## config.mk

```make
export PLATFORM = sky130hd
export DESIGN_NAME = ocirq_unit
export DESIGN_NICKNAME = d
export VERILOG_FILES = /design/src/shared/ocirq_pkg.sv /design/src/rtl/ocirq_unit.sv
export SDC_FILE = /design/constraint.sdc
export NUM_CORES = 1
export LEC_CHECK = 0
export ABC_AREA = 1
export CAP_MARGIN = 20
export CORE_MARGIN = 2
export CORE_UTILIZATION = 40
export DETAILED_ROUTE_END_ITERATION = 6
export DONT_BUFFER_PORTS = 1
export PLACE_DENSITY = 0.53
export SYNTH_ARGS = -nofsm -noshare
export SYNTH_HDL_FRONTEND = slang
export SYNTH_SLANG_ARGS = --single-unit
```

## constraint.sdc

```tcl
create_clock -name ref_clk -period 1.2 [get_ports ref_clk]
set_input_delay 0 -clock ref_clk [delete_from_list [all_inputs] [get_ports ref_clk]]
set_output_delay 0 -clock ref_clk [all_outputs]
set_load 0.05 [all_outputs]
```

## src/shared/ocirq_pkg.sv

```systemverilog
// constants, field layout and carrier types of the oscillator irq/event unit
// assumes one clock; status inputs may come from other clock domains
package ocirq_pkg;

  // number of interrupt sources
  localparam int unsigned NumSrc = 6;

  // register byte offsets
  localparam logic [7:0] OffEnClr  = 8'h00;
  localparam logic [7:0] OffEnSet  = 8'h04;
  localparam logic [7:0] OffFlag   = 8'h08;
  localparam logic [7:0] OffEvCtrl = 8'h0C;
  localparam logic [7:0] OffStatus = 8'h10;

  // bit positions of the sources
  localparam int unsigned BitClkFail   = 0;
  localparam int unsigned BitOscRdy    = 1;
  localparam int unsigned BitLockRise  = 2;
  localparam int unsigned BitLockFall  = 3;
  localparam int unsigned BitLockTmo   = 4;
  localparam int unsigned BitRatioDone = 5;

  // event control: failure event output enable position
  localparam int unsigned BitFailEvOe = 0;
  // status register: clock switched position
  localparam int unsigned BitClkSw    = 6;

  // reset values
  localparam logic [5:0] RstFlags  = 6'h00;
  localparam logic [5:0] RstEnable = 6'h00;
  localparam logic       RstEvOe   = 1'b0;

  // raw status levels from the oscillator logic
  typedef struct packed {
    logic clockSwitched;
    logic pllRatioUpdateDone;
    logic pllLockTimeout;
    logic pllLockFall;
    logic pllLockRise;
    logic fastOscReady;
    logic clockFailureFlag;
  } ocirq_status_t;

  // wishbone request bundle
  typedef struct packed {
    logic        cyc;
    logic        stb;
    logic        we;
    logic [3:0]  sel;
    logic [7:0]  adr;
    logic [31:0] dat;
  } ocirq_wb_req_t;

endpackage : ocirq_pkg

```

## src/rtl/ocirq_unit.sv

```systemverilog
// oscillator control irq and clock-failure event logic, wishbone slave
// assumes status levels are asynchronous and pass two flops here
//
// Our own choices: the placing of the registers and register access over Wishbone.
module ocirq_unit (
  input  wire logic                   ref_clk,
  input  wire logic                   rst,
  input  ocirq_pkg::ocirq_wb_req_t    wbReq,
  output logic [31:0]                 wbDatO,
  output logic                        wbAck,
  input  ocirq_pkg::ocirq_status_t    statusIn,
  output logic                        irqOut,
  output logic                        wakeOut,
  output logic                        failEventOut
);
  import ocirq_pkg::*;

  // status synchroniser, two stages
  ocirq_status_t syncA_q;       // first stage, read only by second
  ocirq_status_t syncB_q;       // second stage, safe to use
  ocirq_status_t prev_q;        // last value for edge detect

  // registers
  logic [5:0] flags_q;          // sticky interrupt flags
  logic [5:0] enable_q;         // per-source enables
  logic       evOe_q;           // fail event output enable

  // bus decode
  logic       busReq;           // fresh request not yet acked
  logic       wrStb;            // write strobe this cycle
  logic       lane0;            // low byte selected
  logic [5:0] rise;             // rising edges of sources
  logic [5:0] srcNow;           // current synced source levels
  logic [5:0] srcOld;           // previous synced source levels
  logic       wrFlag;           // write hit on the flag register
  logic       wrSet;            // write hit on enable set
  logic       wrClr;            // write hit on enable clear
  logic       wrEv;             // write hit on event control

  // pack source levels into flag order
  function automatic logic [5:0] srcVec(input ocirq_status_t s);
    srcVec = {s.pllRatioUpdateDone, s.pllLockTimeout, s.pllLockFall,
              s.pllLockRise, s.fastOscReady, s.clockFailureFlag};
  endfunction : srcVec

  // write hit on one register, low byte lane only
  function automatic logic regWrite(input logic       stb,
                                    input logic       lane,
                                    input logic [7:0] adr,
                                    input logic [7:0] off);
    regWrite = stb & lane & (adr == off);
  endfunction : regWrite

  assign busReq = wbReq.cyc & wbReq.stb & ~wbAck;
  assign wrStb  = busReq & wbReq.we;
  assign lane0  = wbReq.sel[0];
  assign srcNow = srcVec(syncB_q);
  assign srcOld = srcVec(prev_q);

  // per-register write strokes, all fields sit in the low byte
  // flag clear stroke
  assign wrFlag = regWrite(wrStb, lane0, wbReq.adr, OffFlag);
  assign wrSet  = regWrite(wrStb, lane0, wbReq.adr, OffEnSet);
  assign wrClr  = regWrite(wrStb, lane0, wbReq.adr, OffEnClr);
  assign wrEv   = regWrite(wrStb, lane0, wbReq.adr, OffEvCtrl);

  // status levels arrive from other clock domains; a level that is
  // already high when reset lifts is seen as a fresh edge about two
  // cycles later, because the history starts from zero. software that
  // cares must clear the flags once after reset.
  // a pulse on a status level shorter than one clock may be missed;
  // the oscillator logic holds its status bits for many cycles, so
  // this is accepted rather than paying for a pulse stretcher.

  assign rise = srcNow & ~srcOld;

  // synchroniser and edge history
  always_ff @(posedge ref_clk or posedge rst) begin
    if (rst) begin
      syncA_q <= '0;
      syncB_q <= '0;
      prev_q  <= '0;
    end else begin
      syncA_q <= statusIn;
      syncB_q <= syncA_q;
      prev_q  <= syncB_q;
    end
  end

  // sticky flags, set wins over write-one clear
  always_ff @(posedge ref_clk or posedge rst) begin
    if (rst) begin
      flags_q <= RstFlags;
    end else if (wrFlag) begin
      flags_q <= (flags_q & ~wbReq.dat[5:0]) | rise;
    end else begin
      flags_q <= flags_q | rise;
    end
  end

  always_ff @(posedge ref_clk or posedge rst) begin
    if (rst) begin
      enable_q <= RstEnable;
    end else if (wrSet) begin
      enable_q <= enable_q | wbReq.dat[5:0];
    end else if (wrClr) begin
      enable_q <= enable_q & ~wbReq.dat[5:0];
    end
  end

  always_ff @(posedge ref_clk or posedge rst) begin
    if (rst) begin
      evOe_q <= RstEvOe;
    end else if (wrEv) begin
      evOe_q <= wbReq.dat[BitFailEvOe];
    end
  end

  // one shared level request from flags and enables
  always_ff @(posedge ref_clk or posedge rst) begin
    if (rst) begin
      irqOut <= 1'b0;
    end else begin
      irqOut <= |(flags_q & enable_q);
    end
  end

  // wake pulse on any enabled source edge
  always_ff @(posedge ref_clk or posedge rst) begin
    if (rst) begin
      wakeOut <= 1'b0;
    end else begin
      wakeOut <= |(rise & enable_q);
    end
  end

  // one-cycle failure event, blocked when switched
  always_ff @(posedge ref_clk or posedge rst) begin
    if (rst) begin
      failEventOut <= 1'b0;
    end else begin
      failEventOut <= rise[BitClkFail] & evOe_q & ~syncB_q.clockSwitched;
    end
  end

  // wishbone ack and read data, one wait state
  always_ff @(posedge ref_clk or posedge rst) begin
    if (rst) begin
      wbAck  <= 1'b0;
      wbDatO <= 32'h0000_0000;
    end else begin
      wbAck <= busReq;
      if (busReq && !wbReq.we) begin
        if (wbReq.adr == OffFlag) begin
          wbDatO <= {26'h0, flags_q};
        end else if (wbReq.adr == OffEnSet || wbReq.adr == OffEnClr) begin
          wbDatO <= {26'h0, enable_q};
        end else if (wbReq.adr == OffEvCtrl) begin
          wbDatO <= {31'h0, evOe_q};
        end else if (wbReq.adr == OffStatus) begin
          wbDatO <= {25'h0, syncB_q.clockSwitched, srcNow};
        end else begin
          wbDatO <= 32'h0000_0000; // unmapped reads zero
        end
      end else begin
        wbDatO <= 32'h0000_0000;
      end
    end
  end
endmodule : ocirq_unit

```

==> results of run 1 <==
==> stage by stage <==
step                hold WS (ns)  worst slack [ns]  power (uW)  cells  setup TNS [ns]
finish                -0.0000762           -0.0136        2910    335         -0.0146
global placement          -0.137           -0.0492        1910    306          -0.130
CTS                      -0.0247           -0.0399        2930    331          -0.216
global route              0.0104            -0.112        3040    335          -0.989
floorplan                 0.0314            -0.119        1920    257           -1.27
detailed placement        -0.135           -0.0416        1910    306          -0.131
==> worst reg2reg max path: cells and delay by family, from the launching register on <==
family,cells,cell delay (ns)
AND/OR/NAND/NOR,6,0.56
flip-flops,1,0.41
buffers and inverters,2,0.21
==> power by group through the flow <==
| stage | combinational (uW) | sequential [uW] | clock, uW |
|---|---|---|---|
| floorplan | 338 | 1580 | 0 |
| global placement | 328 | 1580 | 0 |
| detailed placement | 328 | 1580 | 0 |
| CTS | 380 | 1550 | 999 |
| global route | 419 | 1560 | 1070 |
| finish | 388 | 1550 | 969 |
==> Yosys cell counts (2+ instances only) <==
master    n
nor2_1   10
nand2_1  52
a22o_1    2
nand4_1  10
nand3_1  22
o21ai_1   5
buf_4    26
nand2_4   2
nand2_2   2
nor2_2    6
a21oi_2   6
nor2_4    3
inv_1    29
dfrtp_1  44
inv_2     5
o22ai_1   2
a21oi_1   2
==> layer usage <==
metal  track usage  share of wire  vias to the layer above
met5             0              0                        -
met3        0.0462          0.076                        9
met2         0.208           0.44                       59
met4        0.0600          0.017                        0
li1              -              -                      739
met1         0.201           0.47                      698
==> cells by family (layout without fill, tap and decap cells) <==
logic type	after synthesis	in the layout	share of synthesized area
flip-flops	44	44	0.522
AO/OA/AOI/OAI	17	17	0.0557
other	1	25	0.00178
buffers and inverters	62	70	0.165
AND/OR/NAND/NOR	109	109	0.255
==> layout make-up <==
class,instances,share of cell area
clock buffers,7,0.0352
clock inverters,1,0.00306
inverters,34,0.0520
multi-input cells,151,0.310
flip-flops and latches,44,0.449
well taps,70,0.0357
repair buffers,28,0.115
==> worst max path at each step <==
stage	endpoint	slack [ns]	cells past startpoint
after floorplan	flags_q[3]$_DFF_PP0_	-0.12	7
after global routing	register	-0.11	7
final	register	-0.01	8
after CTS	register	-0.04	8
after detailed placement	wbDatO[2]$_DFF_PP0_	-0.04	5
after global placement	wbDatO[5]$_DFF_PP0_	-0.05	5
==> what timing repair did <==
item / 4_1_cts / 5_1_grt
resized for setup: 1 / 1
hold endpoints to repair: 72 / 2
pin swaps: 2 / 2
endpoints found under the setup margin: 14 / 14
hold buffers: 16 / 3
buffers inserted: 1 / 1
==> summary.txt, run 1 <==
Run status
  • Outcome: finished, violations left
  • Failing checks: hold timing, setup timing

Power and ir drop
  • Worst VDD drop: around 0.56 mV
  • Clock Power Share: 0.333
  • Int Pwr: approximately 2100 uW
  • Gate power share: 0.134
  • Switch Pwr: 826 uW
  • Leak pwr: roughly 0.0012 uW
  • Reg power frac: 0.533
  • Net Sw Frac: 0.284
  • PwrDens: between 1000 and 1500 nW/um^2

Global route
  • Initial antenna violation count: 0
  • Largest net degree at the start of global routing: 32
  • Vias in the first global route: about 1,400
  • GRT overflow: 0
  • Total GRT Usage: 0.145
  • First-pass GRT wire length: 6.56 mm

Placed design
  • Placer Congestion: 0.775
  • DPL Wire Length: around 2.8 mm
  • Buffers on Ports: 0
  • Dpl cell area: 2150 sq um

Worst setup path
  • Flop-to-flop setup slack: -0.01 ns
  • Critical path, cell by cell: nor2_2 > nand2_2 > nor2_4 > buf_12 > nand3_1 > nand2_1 > nand2_1 > inv_1
  • Slowest cell on crit path: dfrtp_2
  • CP top delay family: simple AND/OR/NAND/NOR gates
  • CP max stage delay: ~0.41 ns
  • Launching point of the worst reg2reg path: wbAck$_DFF_PP0_
  • Nature of the critical path endpoint: register
  • Worst Path Arrival: 1.45 ns
  • WS Path Type: register to register
  • Critical Path RT: ~1.4 ns
  • Crit Path Max Fanout: 18
  • Reg2Reg Depth: 8
  • Setup crit start kind: register
  • WP buf/inv: 2
  • Critical path startpoint: wbAck$_DFF_PP0_
  • Critical Path Most Common Cell: nand2_1

Clocking
  • TritonCTS clock tree: done
  • CTS Sinks: between 40 and 50
  • Num CTS Buffers: 5
  • Worst-skew pair later-pin latency: just under 0.3 ns
  • H-tree depth: 2
  • Clock-pin slew on the worst setup and hold paths: 0.08 ns
  • Root buf cell: clkbuf_8
  • Clock tree buffer depth: 2

Die
  • Initial Util: 0.413
  • FP Rows: 26
  • Overall die width: about 77 um
  • I/O pin count: around 90
  • Die height: between 70 and 80 um
  • Core Area: 5110 sq um
  • Die area: between 5000 and 6000 sq um

Synth
  • Area leader, netlist: dfrtp_1
  • Syn Area/Cell: slightly above 9 sq um
  • Synth top area share: 0.522
  • Seq/Total Area, Yosys: 0.522
  • Ranking of synthesized cells by area: dfrtp_1 (52%), buf_4 (9.2%), nand2_1 (9.2%), nand3_1 (5.2%), inv_1 (5.2%)
  • Asr flop ratio synth: 1.00
  • Post-synth EDFFs: 0
  • Distinct cell type count after synthesis: 22
  • Cells after Synth: approximately 230
  • Prevailing post-synth register cell: dfrtp_1
  • #FFs+latches synth: between 40 and 50
  • Yosys Warn Count: 0
  • Mapped cell area: between 2000 and 2500 sq um

Cells and area
  • Util after Layout: 0.481
  • Finished Cell Area: about 2500 sq um
  • Layout cells sized above 1: 0.166
  • Ant diodes: 0
  • Area of the multi-input gates: 761 sq um
  • Final nets: 320
  • Fill cells: 527
  • Area growth syn-to-layout: 16.3%
  • Commonest non-fill, non-tap cell in the layout: nand2_1
  • Register area: ~1100 sq um
  • Commonest cells after routing, fill and taps aside: nand2_1 (52), dfrtp_1 (43), inv_1 (28)

STA
  • Worst-case clock skew: between 0.004 and 0.005 ns
  • Fmax: about 820 MHz
  • Final period utilization: 1.01
  • Hold slack: -0.0000762 ns
  • RSZ-0062 raised after global routing: yes
  • Final Setup Violations: 2
  • Fin worst setup slack: -0.0136 ns
  • Min Tclk post-route: about 1.2 ns
  • Final hold vios: 1
  • Slew Limit Fails: 0

Routing
  • Via Count: about 1,500
  • Initial DRC Count: 65
  • Final ANT Viol Nets: 0
  • Via-to-Cell Ratio: roughly 4.5
  • DRC: 0
  • First drt pass iteration count: 4
  • WL final: slightly above 4 mm
  • Wirelength per Cell: 12.2 um

Hold path
  • Worst Hold Launch: wbReq[34]
  • Hold Path Class: input pin to register
  • Min-Delay Endpoint: evOe_q$_DFFE_PP0P_
  • Hold Path Depth: 4

Run
  • Max Cap Viol: 0
Note: power is estimated with default switching activity, not from simulation.
==> run 2, diff against run 1 <==
--- a/config.mk
+++ b/config.mk
@@ -5,13 +5,12 @@
 export SDC_FILE = /design/constraint.sdc
 export NUM_CORES = 1
 export LEC_CHECK = 0
-export ABC_AREA = 1
 export CAP_MARGIN = 20
 export CORE_MARGIN = 2
-export CORE_UTILIZATION = 40
+export CORE_UTILIZATION = 30
 export DETAILED_ROUTE_END_ITERATION = 6
 export DONT_BUFFER_PORTS = 1
-export PLACE_DENSITY = 0.53
+export PLACE_DENSITY = 0.42
 export SYNTH_ARGS = -nofsm -noshare
 export SYNTH_HDL_FRONTEND = slang
 export SYNTH_SLANG_ARGS = --single-unit
==> summary.txt, run 2 <==
STA
  • Final period utilization: 1.23
  • Hold slack: -0.0726 ns
  • RSZ-0062 raised after global routing: yes
  • Worst-case clock skew: slightly above 0.009 ns
  • Final hold vios: 13
  • Min Tclk post-route: between 1 and 1.5 ns
  • Slew Limit Headroom: 0.572
  • Fmax: just under 700 MHz
  • Final Setup Violations: 20
  • Fin worst setup slack: -0.273 ns
  • Worst Tran Pin Value: ~0.64 ns
  • Slew Limit Fails: 0

Synth
  • Post-synth top cells: dfrtp_1 (44), buf_4 (25), nor2_1 (14)
  • Yosys Warn Count: 0
  • Asr flop ratio synth: 1.00
  • #FFs+latches synth: 44
  • Mapped cell area: between 2000 and 2500 sq um
  • Syn Area/Cell: about 11 sq um
  • Prevailing post-synth register cell: dfrtp_1
  • Post-synth EDFFs: 0
  • Area leader, netlist: dfrtp_1
  • Most frequent cell after synthesis: dfrtp_1
  • Seq/Total Area, Yosys: 0.545
  • Ranking of synthesized cells by area: dfrtp_1 (54%), buf_4 (9.3%), nand3b_1 (4.1%), nor4bb_1 (3.5%), mux2_2 (3.3%)
  • Synth top area share: 0.545
  • Cells after Synth: approximately 180
  • Distinct cell type count after synthesis: 31

Placed design
  • DPL Wire Length: 2.90 mm
  • Placed cells: between 200 and 300
  • Placer Congestion: between 0.8 and 0.9
  • Buffers on Ports: 0
  • Dpl cell area: 2030 sq um

Global route
  • Total GRT Usage: 0.139
  • GRT overflow: 0
  • Largest net degree at the start of global routing: between 40 and 50
  • Initial antenna violation count: 0
  • First-pass GRT wire length: between 7 and 8 mm
  • Vias in the first global route: 1,427

Power and ir drop
  • PwrDens: ~1300 nW/um^2
  • Worst VDD drop: between 0.4 and 0.5 mV
  • Leak pwr: between 0.001 and 0.0015 uW

Worst setup path
  • Critical Path RT: roughly 1.4 ns
  • Setup crit start kind: register
  • Crit Path Max Fanout: 5
  • Reg2Reg Depth: 4
  • Nature of the critical path endpoint: register
  • Worst Path Arrival: 1.66 ns
  • WS Path Type: register to register
  • Flop-to-flop setup slack: -0.27 ns

Die
  • Initial Util: 0.315
  • Die area: around 7400 sq um
  • FP Rows: 29
  • I/O pin count: 92
  • Core Area: roughly 6400 sq um
  • Overall die width: 86.1 um
  • Die height: ~86 um

Cells and area
  • Finished Cell Area: around 2500 sq um
  • Final nets: 260
  • Util after Layout: 0.382
  • Layout cells sized above 1: 0.190
  • Commonest non-fill, non-tap cell in the layout: dfrtp_1
  • Commonest cells after routing, fill and taps aside: dfrtp_1 (43), conb_1 (25), dlygate4sd3_1 (19)
  • Non-Filler Instances: between 200 and 300
  • Ant diodes: 0
  • Area growth syn-to-layout: 21.4%

Routing
  • WL final: a little under 5 mm
  • Via-to-Cell Ratio: ~5.0
  • First drt pass iteration count: 4
  • Via Count: 1,405
  • Wirelength per Cell: roughly 17 um
  • Final ANT Viol Nets: 0
  • Initial DRC Count: 140
  • DRC: 0

Clocking
  • CTS Sinks: 44
  • Clock tree buffer depth: 2
  • Postcts setup bufs: 0
  • Root buf cell: clkbuf_8
  • Worst-skew pair later-pin latency: approximately 0.3 ns
  • H-tree depth: 2
  • Clock-pin slew on the worst setup and hold paths: 0.09 ns
  • Num CTS Buffers: 5
  • TritonCTS clock tree: done

Run
  • Max Cap Viol: 0

Run status
  • Failing checks: hold timing, setup timing
  • Outcome: finished, violations left

Hold path
  • Hold Path Depth: 2
  • Hold Path Class: input pin to register
==> run 2: changes by cell type after synthesis, moves of 6 or more <==
cell      change
nand2_1      -40
inv_1        -28
nand3_1      -20
nand3b_1     +11
a21oi_1       +8
nor4bb_1      +7
a21o_1        +6
a21oi_2       -6
a22oi_1       +6
mux2_2        +6
nor2_2        -6
nor2b_1       +6
==> run 2: logic make-up after synthesis <==
family                 count (synthesis)  share of synthesized area
AO/OA/AOI/OAI                         24                     0.0774
other                                  1                    0.00186
multiplexers                           8                     0.0440
buffers and inverters                 35                      0.115
AND/OR/NAND/NOR                       70                      0.217
flip-flops                            44                      0.545
==> run 2: path summary, 6_finish.rpt <==
check                                     startpoint                   to
worst max-delay path                 wbAck$_DFF_PP0_   evOe_q$_DFFE_PP0P_
worst max register to register       wbAck$_DFF_PP0_   evOe_q$_DFFE_PP0P_
worst min-delay path                       wbReq[44]             register
max in group asynchronous                        rst      wbAck$_DFF_PP0_
worst min register to register  syncA_q[5]$_DFF_PP0_  srcNow[5]$_DFF_PP0_
min in group asynchronous                        rst  wbDatO[5]$_DFF_PP0_
==> run 2: final cells by class <==
| cell class | instances | area, sq um |
|---|---|---|
| tap | 77 | 96.3 |
| timing repair buffer | 25 | 253 |
| inverter | 1 | 3.75 |
| fill | 607 | 3970 |
| sequential | 44 | 1100 |
| multi-input combinational | 127 | 876 |
| clock buffer | 6 | 82.6 |
| clock inverter | 2 | 38.8 |
==> run 2: routing by layer <==
metal	wire length [um]	up-vias	track usage
met4	66	0	0.0447
met3	407	6	0.0549
met5	0	-	0
li1	-	628	-
met1	2050	703	0.170
met2	2360	68	0.226
==> run 2: report_power, final <==
| part | internal [uW] | switching, uW |
|---|---|---|
| clock | 681 | 531 |
| combinational | 110 | 291 |
| sequential | 1520 | 26.0 |
| total | 2310 | 848 |
==> run 2: timing repair <==
item                       in CTS  in global routing
setup endpoints to repair      20                 20
cloned                          1                  0
gates resized for setup        20                  4
hold endpoints to repair       72                 15
pin swaps                       5                  3
hold buffers                   19                  1
==> run 2: stage by stage <==
stage	setup TNS [ns]	worst slack, ns	total power, uW
5_1_grt	-5.38	-0.347	3300
3_3_place_gp	-4.39	-0.337	1880
6_report	-3.92	-0.273	3160
3_5_place_dp	-4.83	-0.358	1880
4_1_cts	-3.76	-0.252	3190
2_1_floorplan	-4.62	-0.315	1930
==> run 2: worst max-delay path, stage by stage (launching register included) <==
cell and delay [ns]:
dfrtp_2 0.43, nor4bb_4 0.31, buf_4 0.20, nand4_1 0.11, mux2_4 0.32
==> run 3, diff against run 2 <==
--- a/config.mk
+++ b/config.mk
@@ -10,7 +10,7 @@
 export CORE_UTILIZATION = 30
 export DETAILED_ROUTE_END_ITERATION = 6
 export DONT_BUFFER_PORTS = 1
-export PLACE_DENSITY = 0.42
+export PLACE_DENSITY = 0.41
 export SYNTH_ARGS = -nofsm -noshare
 export SYNTH_HDL_FRONTEND = slang
 export SYNTH_SLANG_ARGS = --single-unit
==> constraint.sdc (replaced) <==
create_clock -name ref_clk -period 1.4 [get_ports ref_clk]
set_input_delay 0 -clock ref_clk [delete_from_list [all_inputs] [get_ports ref_clk]]
set_output_delay 0 -clock ref_clk [all_outputs]
set_load 0.05 [all_outputs]
==> summary.txt, run 3 (synthesized netlist as in run 2, its figures left out) <==
Global route
  • Total GRT Usage: 0.140
  • Vias in the first global route: approximately 1,400
  • First-pass GRT wire length: ~7.8 mm
  • Largest net degree at the start of global routing: 27
  • Initial antenna violation count: 0
  • GRT overflow: 0

STA
  • Fin worst setup slack: -0.0425 ns
  • Slew Limit Fails: 0
  • Final Setup Violations: 11
  • Worst-case clock skew: around 0.008 ns
  • Worst Tran Pin Value: ~0.66 ns
  • Min Tclk post-route: about 1.4 ns
  • Hold slack: -0.0587 ns
  • Final period utilization: 1.03
  • RSZ-0062 raised after global routing: yes
  • Fmax: about 700 MHz
  • Slew Limit Headroom: 0.562
  • Final hold vios: 8
  • Setup TNS: -0.233 ns

Power and ir drop
  • Gate power share: 0.139
  • Tot Pwr: 2430 uW
  • Reg power frac: 0.546
  • Worst VDD drop: around 0.36 mV
  • Net Sw Frac: 0.285
  • PwrDens: 1030 nW/um^2
  • Switch Pwr: approximately 690 uW
  • Leak pwr: 0.00103 uW
  • Int Pwr: ~1700 uW
  • Clock Power Share: 0.315

Clocking
  • Hold Buf Count CTS: 20
  • CTS Sinks: between 40 and 50
  • Clock-pin slew on the worst setup and hold paths: ~0.080 ns
  • Num CTS Buffers: 5
  • Root buf cell: clkbuf_8
  • H-tree depth: 2
  • Worst-skew pair later-pin latency: 0.29 ns
  • Clock tree buffer depth: 2
  • TritonCTS clock tree: done

Routing
  • Via Count: about 1,400
  • Via-to-Cell Ratio: just under 5
  • Final ANT Viol Nets: 0
  • Wirelength per Cell: approximately 17 um
  • WL final: 4.90 mm
  • DRC: 0
  • Initial DRC Count: 112
  • First drt pass iteration count: 4

Worst setup path
  • Crit Path Max Fanout: 9
  • Slowest cell on crit path: dfrtp_2
  • Worst Path Arrival: 1.62 ns
  • CP max stage delay: 0.41 ns
  • WS Path Type: register to register
  • Nature of the critical path endpoint: register
  • Reg2Reg Depth: 4
  • Setup crit start kind: register
  • Critical Path RT: about 1.6 ns
  • Critical path, cell by cell: nor4bb_1 > buf_4 > nand4_1 > mux2_4

Die
  • Overall die width: ~86 um
  • Die height: about 86 um
  • Die area: approximately 7400 sq um
  • FP Rows: 29
  • Initial Util: 0.315
  • Core Area: about 6400 sq um
  • I/O pin count: 92

Run
  • Max Cap Viol: 0

Cells and area
  • Final nets: 261
  • Commonest non-fill, non-tap cell in the layout: dfrtp_1
  • Util after Layout: 0.366
  • Area growth syn-to-layout: 16.4%
  • Ant diodes: 0
  • Commonest cells after routing, fill and taps aside: dfrtp_1 (43), conb_1 (25), dlygate4sd3_1 (18)
  • Layout cells sized above 1: 0.141

Placed design
  • DPL Wire Length: ~3.1 mm
  • Placer Congestion: roughly 0.73
  • Buffers on Ports: 0

Hold path
  • Hold Path Class: input pin to register
  • Hold Path Depth: 2

Run status
  • Failing checks: hold timing, setup timing
  • Outcome: finished, violations left
[run 3: cell types whose count changed in the layout (fill, tap and decap cells not counted), sizes merged]
cell          previous run  this run
buf                      5         6
bufinv                   1         0
clkinv                   2         1
dlygate4sd3             19        18
dlymetal6s4s             1         2
inv                      0         1
[run 3: power groups by stage]
stage / sequential (uW) / combinational, uW / clock (uW)
after floorplan: 1350 / 304 / 0
after global placement: 1350 / 265 / 0
after detailed placement: 1350 / 265 / 0
after CTS: 1320 / 335 / 801
after global routing: 1330 / 359 / 870
final: 1320 / 337 / 763
[run 3: area by class of cell]
class / instances / area [sq um]
clock buffer: 6 / 72.6
clock inverter: 1 / 5.00
fill: 634 / 4070
inverter: 1 / 3.75
multi-input combinational: 127 / 806
sequential: 44 / 1100
tap: 77 / 96.3
timing repair buffer: 26 / 267
[run 3: what timing repair did]
item                                    CTS  global route
pin swaps                                 2             0
hold endpoints to repair                 72             8
gates cloned                              0             0
gates resized for setup                   6             3
endpoints found under the setup margin   18            14
buffers inserted                          0             0
[run 3: stage by stage]
stage / area, sq um / setup slack [ns] / cells
global placement: 2050 / -0.127 / 255
global route: 2350 / -0.0747 / 282
floorplan: 2130 / -0.115 / 206
CTS: 2340 / -0.0434 / 282
detailed placement: 2050 / -0.148 / 255
finish: 2350 / -0.0425 / 282
[run 3: path summary, 6_finish.rpt]
kind                                             end  slack (ns)                  from
max in group asynchronous       flags_q[1]$_DFF_PP0_        0.73                   rst
worst max-delay path              evOe_q$_DFFE_PP0P_       -0.04       wbAck$_DFF_PP0_
min in group asynchronous       syncA_q[1]$_DFF_PP0_        0.18                   rst
worst max register to register    evOe_q$_DFFE_PP0P_       -0.04       wbAck$_DFF_PP0_
worst min register to register   srcNow[5]$_DFF_PP0_        0.35  syncA_q[5]$_DFF_PP0_
worst min-delay path                        register       -0.06             wbReq[44]
[run 3: worst max-delay path: cells and delay by family, from the launching register on]
family / cells / cell delay [ns]
buf+inv: 1 / 0.22
flops: 1 / 0.41
mux: 1 / 0.32
simple gates: 2 / 0.39
[run 3: layer usage]
| metal | global-route usage | wire [um] | up-vias |
|---|---|---|---|
| met5 | 0 | 0 | - |
| li1 | - | - | 635 |
| met2 | 0.216 | 2230 | 64 |
| met4 | 0.0433 | 46 | 0 |
| met1 | 0.191 | 2290 | 688 |
| met3 | 0.0395 | 327 | 5 |
